--- config.mk ---
export PLATFORM = sky130hd
export DESIGN_NAME = lbsdp_port
export DESIGN_NICKNAME = d
export VERILOG_FILES = /design/src/lbsdp_pkg.sv /design/src/lbsdp_buf2.sv /design/src/lbsdp_port.sv
export SDC_FILE = /design/constraint.sdc
export NUM_CORES = 1
export LEC_CHECK = 0
export ABC_AREA = 0
export BUFFER_PORTS_ARGS = -buffer_cell sky130_fd_sc_hd__buf_2
export CAP_MARGIN = 20
export CELL_PAD_IN_SITES_DETAIL_PLACEMENT = 1
export CELL_PAD_IN_SITES_GLOBAL_PLACEMENT = 2
export CORE_MARGIN = 3
export CORE_UTILIZATION = 30
export CTS_CLUSTER_DIAMETER = 120
export DETAILED_ROUTE_END_ITERATION = 10
export GPL_TIMING_DRIVEN = 0
export PLACE_DENSITY_LB_ADDON = 0.1
export SETUP_SLACK_MARGIN = 0.02
export SLEW_MARGIN = 20
export SYNTH_ARGS = -nofsm -noshare
export SYNTH_HDL_FRONTEND = slang
export SYNTH_SLANG_ARGS = --single-unit
--- constraint.sdc ---
create_clock -name clk_sys_in -period 2.93 [get_ports clk_sys_in]
set_input_delay 0.293 -clock clk_sys_in [delete_from_list [all_inputs] [get_ports clk_sys_in]]
set_output_delay 0.293 -clock clk_sys_in [all_outputs]
set_load 0.05 [all_outputs]
--- src/lbsdp_pkg.sv ---
// Shared constants and types for the local bus slave and DMA port
package lbsdp_pkg;
	localparam int unsigned DATA_W          = 32;
	localparam int unsigned ADDR_W          = 32;
	localparam int unsigned LINE_ALIGN_BITS = 4;
	localparam int unsigned BURST_BEATS     = 4;
	localparam int unsigned UNALIGNED_WAITS = 1;
	localparam int unsigned REG_SYNC_BASE   = 2;
	localparam int unsigned WAIT_W          = 3;
	localparam int unsigned BEAT_W          = 3;
	localparam int unsigned BUF_DEPTH       = 2;
	localparam logic [LINE_ALIGN_BITS-1:0] LINE_OFFSET_ZERO = 4'h0;

	// Processor bus styles: first, second and third
	typedef enum logic [1:0] {
		LBSDP_STYLE_FIRST,
		LBSDP_STYLE_SECOND,
		LBSDP_STYLE_THIRD
	} lbsdp_style_t;

	typedef enum logic [1:0] {
		LBSDP_ARB_IDLE,
		LBSDP_ARB_WAIT,
		LBSDP_ARB_OWN
	} lbsdp_arb_t;

	typedef enum logic [2:0] {
		LBSDP_CYC_IDLE,
		LBSDP_CYC_SLV_WAIT,
		LBSDP_CYC_SLV_BEAT,
		LBSDP_CYC_DMA_SGL,
		LBSDP_CYC_DMA_DUAL,
		LBSDP_CYC_DMA_ACK
	} lbsdp_cyc_state_t;

	// Attributes of a cycle captured at transfer start
	typedef struct packed {
		logic [ADDR_W-1:0] addr;
		logic              write;
		logic              burst;
		logic              reg_acc;
	} lbsdp_cyc_t;
endpackage

--- src/lbsdp_buf2.sv ---
// Two-entry valid/ready buffer
`timescale 1ns/1ps
`default_nettype none
module lbsdp_buf2 #(
	parameter int unsigned W     = 32,
	parameter int unsigned DEPTH = 2
) (
	// Clock and reset
	input  wire logic         clk_sys_in,
	input  wire logic         rst_in,
	// Fill side
	input  wire logic         in_valid_in,
	input  wire logic [W-1:0] in_data_in,
	output logic              in_ready_out,
	// Drain side
	output logic              out_valid_out,
	output logic [W-1:0]      out_data_out,
	input  wire logic         out_ready_in
);
	if (DEPTH != 2) begin : g_chk
		$error("lbsdp_buf2 supports depth 2 only");
	end

	logic [W-1:0] mem_r [DEPTH];
	logic         wr_idx_r;
	logic         rd_idx_r;
	logic [1:0]   count_r;
	logic         push;
	logic         pop;

	assign in_ready_out  = (count_r != 2'h2);
	assign out_valid_out = (count_r != 2'h0);
	assign out_data_out  = mem_r[rd_idx_r];
	assign push          = in_valid_in && in_ready_out;
	assign pop           = out_valid_out && out_ready_in;

	always_ff @(posedge clk_sys_in) begin
		if (push) begin
			mem_r[wr_idx_r] <= in_data_in;
		end
	end

	always_ff @(posedge clk_sys_in) begin
		if (rst_in) begin
			wr_idx_r <= 1'b0;
			rd_idx_r <= 1'b0;
			count_r  <= 2'h0;
		end else begin
			if (push) begin
				wr_idx_r <= ~wr_idx_r;
			end
			if (pop) begin
				rd_idx_r <= ~rd_idx_r;
			end
			count_r <= count_r + {1'b0, push} - {1'b0, pop};
		end
	end
endmodule
`default_nettype wire

--- src/lbsdp_port.sv ---
// Local bus slave timing, arbitration and DMA handshake
`timescale 1ns/1ps
`default_nettype none
// Contract
// RULE1: Take bus ownership only after other master negates busy and grant-ack.
// RULE2: Second style slave burst write, unaligned start: at least one wait.
// RULE3: Third style delayed burst read, unaligned start: insert wait states.
// RULE4: Third style posted burst write, unaligned start: insert wait states.
// RULE5: Register access master waits for acknowledge; wait count varies.
// RULE6: Single DMA: processor acks, device samples; dual: device acks.
// RULE7: DMA terminate input ignored in all second style DMA cycles.
// RULE8: No address decode in DMA; window select alone picks single/dual.
// RULE9: Dual DMA never retries or errors; each ends with normal ack.
// RULE10: Request out for service; ack strobe with start; data per direction.
module lbsdp_port
	import lbsdp_pkg::*;
(
	// Clock and reset
	input  wire logic              clk_sys_in,
	input  wire logic              rst_in,
	// Configuration
	input  wire lbsdp_style_t      bus_style_in,
	// Arbitration
	input  wire logic              own_req_in,
	input  wire logic              bus_busy_n_in,
	input  wire logic              bus_grant_ack_n_in,
	output logic                   bus_busy_n_out,
	output logic                   bus_busy_oe_n_out,
	output logic                   bus_owned_out,
	// Bus cycle inputs and data bus outputs
	input  wire logic              transfer_start_n_in,
	input  wire logic              pci_window_select_n_in,
	input  wire logic              reg_select_n_in,
	input  wire logic              dma_acknowledge_n_in,
	input  wire logic              dma_done_n_in,
	input  wire logic [ADDR_W-1:0] addr_in,
	input  wire logic              write_in,
	input  wire logic              burst_in,
	input  wire logic [DATA_W-1:0] data_in,
	output logic [DATA_W-1:0]      data_out,
	output logic                   data_oe_n_out,
	// Termination pins
	input  wire logic              transfer_ack_n_in,
	output logic                   transfer_ack_n_out,
	output logic                   transfer_ack_oe_n_out,
	input  wire logic              transfer_error_ack_n_in,
	output logic                   transfer_error_ack_n_out,
	output logic                   transfer_error_ack_oe_n_out,
	input  wire logic              retry_request_n_in,
	output logic                   retry_request_n_out,
	output logic                   retry_request_oe_n_out,
	// DMA request
	output logic                   dma_request_n_out,
	// User control
	input  wire logic              dma_enable_in,
	input  wire logic              dma_to_bus_in,
	// Slave data to and from the core
	output logic                   slave_beat_out,
	output logic [DATA_W-1:0]      slave_wdata_out,
	input  wire logic [DATA_W-1:0] slave_rdata_in,
	// DMA read stream (core to bus)
	input  wire logic              rd_valid_in,
	input  wire logic [DATA_W-1:0] rd_data_in,
	output logic                   rd_ready_out,
	// DMA write stream (bus to core)
	output logic                   wr_valid_out,
	output logic [DATA_W-1:0]      wr_data_out,
	input  wire logic              wr_ready_in
);
	lbsdp_arb_t       arb_r;
	lbsdp_cyc_state_t st_r;
	lbsdp_cyc_t       cyc_r;
	logic [WAIT_W-1:0] wait_r;
	logic [BEAT_W-1:0] beat_r;
	logic              phase_r;
	logic              dma_request_out_r;
	logic [DATA_W-1:0] data_r;
	logic              err_r;
	logic              slv_start;
	logic              dma_start;
	logic              unaligned;
	logic              needs_wait;
	logic [WAIT_W-1:0] first_wait;
	logic              sgl_done;
	logic              dma_push;
	logic              wbuf_ready;

	// Arbitration
	always_ff @(posedge clk_sys_in) begin
		if (rst_in) begin
			arb_r <= LBSDP_ARB_IDLE;
		end else begin
			unique case (arb_r)
			LBSDP_ARB_IDLE: begin
				if (own_req_in && st_r == LBSDP_CYC_IDLE) begin
					arb_r <= LBSDP_ARB_WAIT;
				end
			end
			LBSDP_ARB_WAIT: begin
				if (!own_req_in) begin
					arb_r <= LBSDP_ARB_IDLE;
				end else if (bus_busy_n_in && bus_grant_ack_n_in) begin
					arb_r <= LBSDP_ARB_OWN; // RULE1
				end
			end
			LBSDP_ARB_OWN: arb_r <= own_req_in ? LBSDP_ARB_OWN
				: LBSDP_ARB_IDLE;
			endcase
		end
	end
	assign bus_owned_out     = (arb_r == LBSDP_ARB_OWN);
	assign bus_busy_n_out    = 1'b0;
	assign bus_busy_oe_n_out = !bus_owned_out;

	// Free-running phase models the register synchroniser's jitter
	always_ff @(posedge clk_sys_in) begin
		if (rst_in) begin
			phase_r <= 1'b0;
		end else begin
			phase_r <= ~phase_r;
		end
	end

	// Cycle decode; the address is looked at only for slave cycles
	assign dma_start = !transfer_start_n_in && !dma_acknowledge_n_in
		&& st_r == LBSDP_CYC_IDLE; // RULE10
	assign slv_start = !transfer_start_n_in && dma_acknowledge_n_in
		&& (!pci_window_select_n_in || !reg_select_n_in)
		&& st_r == LBSDP_CYC_IDLE && !bus_owned_out;
	assign unaligned = (addr_in[LINE_ALIGN_BITS-1:0] != LINE_OFFSET_ZERO);

	always_comb begin
		needs_wait = 1'b0;
		if (burst_in && unaligned) begin
			unique case (bus_style_in)
			LBSDP_STYLE_SECOND: needs_wait = write_in; // RULE2
			LBSDP_STYLE_THIRD:  needs_wait = 1'b1; // RULE3 RULE4
			default:            needs_wait = 1'b0;
			endcase
		end
	end

	always_comb begin
		if (!reg_select_n_in) begin
			// Variable count: master must wait for the ack
			first_wait = WAIT_W'(REG_SYNC_BASE) + {2'h0, phase_r}; // RULE5
		end else if (needs_wait) begin
			first_wait = WAIT_W'(UNALIGNED_WAITS); // RULE2 RULE3 RULE4
		end else begin
			first_wait = '0;
		end
	end

	// Single DMA ends on the processor's terminations; done is never read
	assign sgl_done = !transfer_ack_n_in || !transfer_error_ack_n_in
		|| !retry_request_n_in; // RULE6 RULE7

	// Cycle state machine
	always_ff @(posedge clk_sys_in) begin
		if (rst_in) begin
			st_r   <= LBSDP_CYC_IDLE;
			cyc_r  <= '0;
			wait_r <= '0;
			beat_r <= '0;
		end else begin
			unique case (st_r)
			LBSDP_CYC_IDLE: begin
				if (dma_start) begin
					cyc_r <= '{addr: '0, write: write_in, burst: 1'b0,
						reg_acc: 1'b0};
					// Window select, not the address, picks the mode
					st_r <= pci_window_select_n_in ? LBSDP_CYC_DMA_SGL
						: LBSDP_CYC_DMA_DUAL; // RULE8
				end else if (slv_start) begin
					cyc_r <= '{addr: addr_in, write: write_in,
						burst: burst_in, reg_acc: !reg_select_n_in};
					wait_r <= first_wait;
					beat_r <= burst_in ? BEAT_W'(BURST_BEATS - 1) : '0;
					st_r <= (first_wait == '0) ? LBSDP_CYC_SLV_BEAT
						: LBSDP_CYC_SLV_WAIT;
				end
			end
			LBSDP_CYC_SLV_WAIT: begin
				wait_r <= wait_r - 1'b1;
				if (wait_r == WAIT_W'(1)) begin
					st_r <= LBSDP_CYC_SLV_BEAT;
				end
			end
			LBSDP_CYC_SLV_BEAT: begin
				beat_r <= beat_r - 1'b1;
				if (beat_r == '0) begin
					st_r <= LBSDP_CYC_IDLE;
				end
			end
			LBSDP_CYC_DMA_SGL: begin
				if (sgl_done) begin
					st_r <= LBSDP_CYC_IDLE; // RULE6
				end
			end
			LBSDP_CYC_DMA_DUAL: st_r <= LBSDP_CYC_DMA_ACK;
			LBSDP_CYC_DMA_ACK:  st_r <= LBSDP_CYC_IDLE; // RULE9
			default:            st_r <= LBSDP_CYC_IDLE;
			endcase
		end
	end

	// Terminations the device drives
	assign transfer_ack_n_out    = 1'b0;
	assign transfer_ack_oe_n_out = !(st_r == LBSDP_CYC_SLV_BEAT
		|| st_r == LBSDP_CYC_DMA_ACK); // RULE6 RULE9
	// Error only for a slave cycle with both selects; never in DMA
	always_ff @(posedge clk_sys_in) begin
		if (rst_in) begin
			err_r <= 1'b0;
		end else begin
			err_r <= slv_start && !pci_window_select_n_in
				&& !reg_select_n_in; // RULE9
		end
	end
	assign transfer_error_ack_n_out    = 1'b0;
	assign transfer_error_ack_oe_n_out = !err_r;
	assign retry_request_n_out         = 1'b1;
	assign retry_request_oe_n_out      = 1'b1;

	// Data bus
	always_ff @(posedge clk_sys_in) begin
		if (rst_in) begin
			data_r          <= '0;
			slave_wdata_out <= '0;
		end else begin
			if (dma_start && !write_in) begin
				data_r <= rd_data_in; // RULE10
			end else if (st_r == LBSDP_CYC_SLV_WAIT
				|| (slv_start && first_wait == '0)) begin
				data_r <= slave_rdata_in;
			end
			if (st_r == LBSDP_CYC_SLV_BEAT && cyc_r.write) begin
				slave_wdata_out <= data_in;
			end
		end
	end
	assign data_out       = data_r;
	assign data_oe_n_out  = cyc_r.write || !(st_r == LBSDP_CYC_SLV_BEAT
		|| st_r == LBSDP_CYC_DMA_SGL || st_r == LBSDP_CYC_DMA_DUAL
		|| st_r == LBSDP_CYC_DMA_ACK);
	assign slave_beat_out = (st_r == LBSDP_CYC_SLV_BEAT);
	// A retried or errored single cycle moves no word
	assign dma_push = cyc_r.write && ((st_r == LBSDP_CYC_DMA_SGL
		&& !transfer_ack_n_in && transfer_error_ack_n_in
		&& retry_request_n_in) || st_r == LBSDP_CYC_DMA_DUAL); // RULE10
	assign rd_ready_out = !cyc_r.write && ((st_r == LBSDP_CYC_DMA_SGL
		&& !transfer_ack_n_in && transfer_error_ack_n_in
		&& retry_request_n_in) || st_r == LBSDP_CYC_DMA_DUAL);

	// DMA bus writes go through the buffer so a slow core loses nothing
	lbsdp_buf2 #(
		.W     (DATA_W),
		.DEPTH (BUF_DEPTH)
	) u_wbuf (
		.clk_sys_in    (clk_sys_in),
		.rst_in        (rst_in),
		.in_valid_in   (dma_push),
		.in_data_in    (data_in),
		.in_ready_out  (wbuf_ready),
		.out_valid_out (wr_valid_out),
		.out_data_out  (wr_data_out),
		.out_ready_in  (wr_ready_in)
	);

	// Request only when the word can be served; buffer full stalls it
	always_ff @(posedge clk_sys_in) begin
		if (rst_in) begin
			dma_request_out_r <= 1'b0;
		end else begin
			dma_request_out_r <= dma_enable_in && st_r == LBSDP_CYC_IDLE && !dma_start
				&& (dma_to_bus_in ? rd_valid_in : wbuf_ready); // RULE10
		end
	end
	assign dma_request_n_out = !dma_request_out_r;

	// Checks
	AST_ARB_AFTER_RELEASE: assert property (@(posedge clk_sys_in) // RULE1
		disable iff (rst_in)
		$rose(bus_owned_out) |-> $past(bus_busy_n_in)
			&& $past(bus_grant_ack_n_in))
		else $error("bus taken while other master held it");
	AST_SECOND_WR_WAIT: assert property (@(posedge clk_sys_in) // RULE2
		disable iff (rst_in)
		slv_start && reg_select_n_in && burst_in && write_in && unaligned
			&& bus_style_in == LBSDP_STYLE_SECOND
		|=> transfer_ack_oe_n_out ##1 !transfer_ack_oe_n_out)
		else $error("second style unaligned burst write lacks wait");
	AST_THIRD_RD_WAIT: assert property (@(posedge clk_sys_in) // RULE3
		disable iff (rst_in)
		slv_start && reg_select_n_in && burst_in && !write_in && unaligned
			&& bus_style_in == LBSDP_STYLE_THIRD
		|=> transfer_ack_oe_n_out)
		else $error("third style unaligned burst read lacks wait");
	AST_THIRD_WR_WAIT: assert property (@(posedge clk_sys_in) // RULE4
		disable iff (rst_in)
		slv_start && reg_select_n_in && burst_in && write_in && unaligned
			&& bus_style_in == LBSDP_STYLE_THIRD
		|=> transfer_ack_oe_n_out)
		else $error("third style unaligned burst write lacks wait");
	AST_SGL_NOT_DRIVEN: assert property (@(posedge clk_sys_in) // RULE6
		disable iff (rst_in)
		st_r == LBSDP_CYC_DMA_SGL |-> transfer_ack_oe_n_out)
		else $error("device drove ack in single address DMA");
	AST_DONE_IGNORED: assert property (@(posedge clk_sys_in) // RULE7
		disable iff (rst_in)
		st_r == LBSDP_CYC_DMA_SGL && !sgl_done |=> st_r == LBSDP_CYC_DMA_SGL)
		else $error("single DMA ended without a termination");
	AST_MODE_BY_SELECT: assert property (@(posedge clk_sys_in) // RULE8
		disable iff (rst_in)
		dma_start |=> (st_r == LBSDP_CYC_DMA_DUAL)
			== !$past(pci_window_select_n_in))
		else $error("DMA mode not set by window select");
	AST_DUAL_NORMAL_END: assert property (@(posedge clk_sys_in) // RULE9
		disable iff (rst_in)
		dma_start && !pci_window_select_n_in
		|=> (transfer_error_ack_oe_n_out && retry_request_oe_n_out)[*2]
			##0 !transfer_ack_oe_n_out)
		else $error("dual DMA did not end with a normal ack");
	AST_PUSH_HAS_ROOM: assert property (@(posedge clk_sys_in) // RULE10
		disable iff (rst_in)
		dma_push |-> wbuf_ready)
		else $error("DMA write word lost to full buffer");
	COV_DUAL_READ: cover property (@(posedge clk_sys_in) disable iff (rst_in)
		dma_start && !write_in && !pci_window_select_n_in);
	COV_SGL_WRITE: cover property (@(posedge clk_sys_in) disable iff (rst_in)
		dma_push && st_r == LBSDP_CYC_DMA_SGL);
	COV_UNALIGNED: cover property (@(posedge clk_sys_in) disable iff (rst_in)
		slv_start && burst_in && unaligned);
	COV_ARB_WAIT: cover property (@(posedge clk_sys_in) disable iff (rst_in)
		arb_r == LBSDP_ARB_WAIT ##1 arb_r == LBSDP_ARB_WAIT
		##1 bus_owned_out);
endmodule
`default_nettype wire

==> results.toml <==
[critical_path]
worstPathArrival_ns = 2.14
critPathCaptureType = "output pin"
rr_worst_depth = 5
critical_path_peak_fanout = 10
ws_path_type = "reg -> out"
startpoint_type = "flop"
worst-endpoint-required_ns = 2.64

[logic_synthesis]
ys_async_sr_fraction_pct = 0
ys_seq_elements = 148
synthFlopType = "dfxtp_1"
synth-simple-area-share_pct = 14.52
largest_family_of_logic_cells_by_synthesized_area = "simple AND/OR/NAND/NOR gates"
synth_area_leaders = "edfxtp_1 (28%), dfxtp_1 (25%), mux2_4 (6.7%)"
synth.most_common_cell = "dfxtp_1"
ys_top_cells_by_count = "dfxtp_1 (84), a21oi_1 (77), nand2_1 (73)"
fraction_of_the_mapped_netlist_area_in_compound_gates_pct = 11.53
post_synth_fa_ha_maj_area_fraction_pct = 2.032
synth_enable_flop_cells = 64
synthDistinctLibCells = 55
synthXorXnorAreaFrac_pct = 0.3880
yosysSeqAreaShare_pct = 53.21
post_synth_mux_area_share_pct = 12.60
library_cell_occupying_the_most_area_in_the_post_synthesis_netlist = "edfxtp_1"
synth_top_area_share_pct = 28.38
yosysWarnings = 0
synth_area_per_cell_um2 = 10.70
syn_area_um2 = 6773
post_synth_inst_count = 633

[timing]
final_hold_viol_count = 0
final_max_slew_viol_count = 0
tightestPinTransition_ns = 0.8391
maxSlewHeadroom_pct = 44.06
timing.final.crit_period_ns = 2.430
fin_setup_tns_ns = 0
timing.fmax_ghz = 0.4115
grt_setup_unrepaired = "no"
timing.final.crit_share_pct = 82.94
finClkSkew_ns = 0.006536
finish_stage_setup_viols = 0

[global_routing]
vias_in_the_first_global_route = 6028
gr-usage-all-layers_pct = 16.56
grt-ovfl-total = 0
largest_net_degree_at_the_start_of_global_routing = 33
first_pass_grt_wire_length_mm = 31.73
grt_antenna_before_repair = 7

[detailed_routing]
ant_nets = 0
avgRoutedWirePerCell_um = 17.82
drtPass1Iterations = 4
detail_route.drc_violations = 0
met3RoutedLength_mm = 1.494
maxUsedRoutingLayer = "met5"
met1_length_mm = 8.833
detailedRoute.firstIterationViolations = 211
routed-via-count = 5609
wl_mm = 20.94
wl_met2_mm = 10.33
vias_per_cell = 4.774

[finish]
multi_input_area_um2 = 2801
nets = 1039
post_layout_nonfiller_instances = 1175
seq_area_um2 = 3603
drive_gt1_share_pct = 39.35
area.growth.synth_to_final_pct = 30.69
fill_cells = 2550

[min_path]
min_path_type = "in -> reg"
worst_hold_path.num_cells = 1

[clock_network]
clock-root-buffer = "clkbuf_16"
cts_made_buffers = 17
cts_tree = "built"
holdBufCountCts = 0
cts-resized-gates = 0
cts_sinks = 148
post-cts-setup-buffer-count = 0
cts.clk_slew.worst_paths_ns = 0.07
cts.htree.levels = 4
worstSkewPairLatency_ns = 0.42
clk_path_buf_depth = 2

[run_status]
outcome = "completed"

[pwr]
power_per_cell_area_nw_per_um2 = 824.7
static-leakage-power_nw = 3.698
vdd.ir_drop.worst_v = 0.0003629

[die]
die_w_um = 156.3
std_cell_rows = 54
ports = 259
start_util_pct = 30.75
die_height_um = 156.3
core_area_um2 = 22030
die_area_um2 = 24410

[flow_run]
max_cap_violation_count = 0

[placed_design]
routabilityCongestion = 0.8242
io_buffers = 223
dpl.cell_count = 1140
dp_hpwl_mm = 16.19
area by class of cell:
| class | count | share of cell area (%) |
|---|---|---|
| Sequential cell | 148 | 40.71 |
| Clock buffer | 18 | 4.849 |
| Inverter | 21 | 0.8906 |
| Timing Repair Buffer | 224 | 12.92 |
| Tap cell | 280 | 3.958 |
| Antenna cell | 3 | 0.08482 |
| Buffer | 51 | 3.407 |
| Multi-Input combinational cell | 416 | 31.65 |
| Clock inverter | 14 | 1.527 |
final timing paths:
check,slack [ns],start,to
setup / recovery,0.50,flop,wr_data_out[24]
hold / removal,0.07,data_in[20],u_wbuf.mem_r[0][20]
setup reg to reg,0.70,st_r[0],u_wbuf.mem_r[0][29]
hold reg to reg,0.46,slave_wdata_out[15],slave_wdata_out[15]
sequential cells by signal, summed over array words and instances (netlist names), 2 cells and up, named ones only:
signal	flops
u_wbuf.mem_r	64
data_out	32
slave_wdata_out	32
beat_r	3
st_r	3
wait_r	3
arb_r	2
u_wbuf.count_r	2
metal layers:
metal  global-route usage [%]  up-vias
met5                        0        -
met2                    28.80      162
met4                    4.585        8
met1                    19.30     2694
li1                         -     2722
met3                    5.946       23
cell families after synthesis:
kind of cell	after synthesis
compound gates	138
xor+xnor	3
fa+ha+maj	11
buf+inv	72
flops	148
mux	66
other cells	2
simple gates	193
through the flow:
stage / setup slack [ns] / power, mW / cell area (um^2) / hold WS, ns / utilization (%)
floorplan: 0.6957 / 4.559 / 6784 / 0.3685 / -
global placement: 0.02474 / 5.205 / 8250 / 0.4416 / 37.46
detailed placement: 0.5393 / 5.276 / 8279 / 0.4456 / 37.59
CTS: 0.4199 / 7.417 / 8843 / 0.05156 / 40.15
global route: 0.3493 / 7.675 / 8851 / 0.05962 / 40.18
finish: 0.4999 / 7.300 / 8851 / 0.07326 / 40.18
power breakdown:
part	internal (mW)	switching (mW)	total, mW	leakage (nW)
Combinational	0.915	1.84	2.75	2.17
Clock	1.13	0.964	2.09	0.274
Sequential	2.35	0.104	2.45	1.26
Total	4.40	2.90	7.30	3.70
placed cells by master (no fill, tap or decap), drive strengths merged, types with 6 or more instances in the layout:
cell type,count
buf,246
dfxtp,84
a21oi,77
nand2,73
edfxtp,64
mux2,64
clkbuf,47
o21ai,38
nand3,35
nor2b,34
inv,31
nor2,13
ha,11
nand2b,6
nor3,6
worst max-delay path, stage by stage (launching register included):
cell,delay (ns)
dfxtp_1,0.32
clkbuf_1,0.24
buf_1,0.53
mux2_2,0.41
buf_2,0.21
No activity file was read; power rests on OpenSTA's default activity.
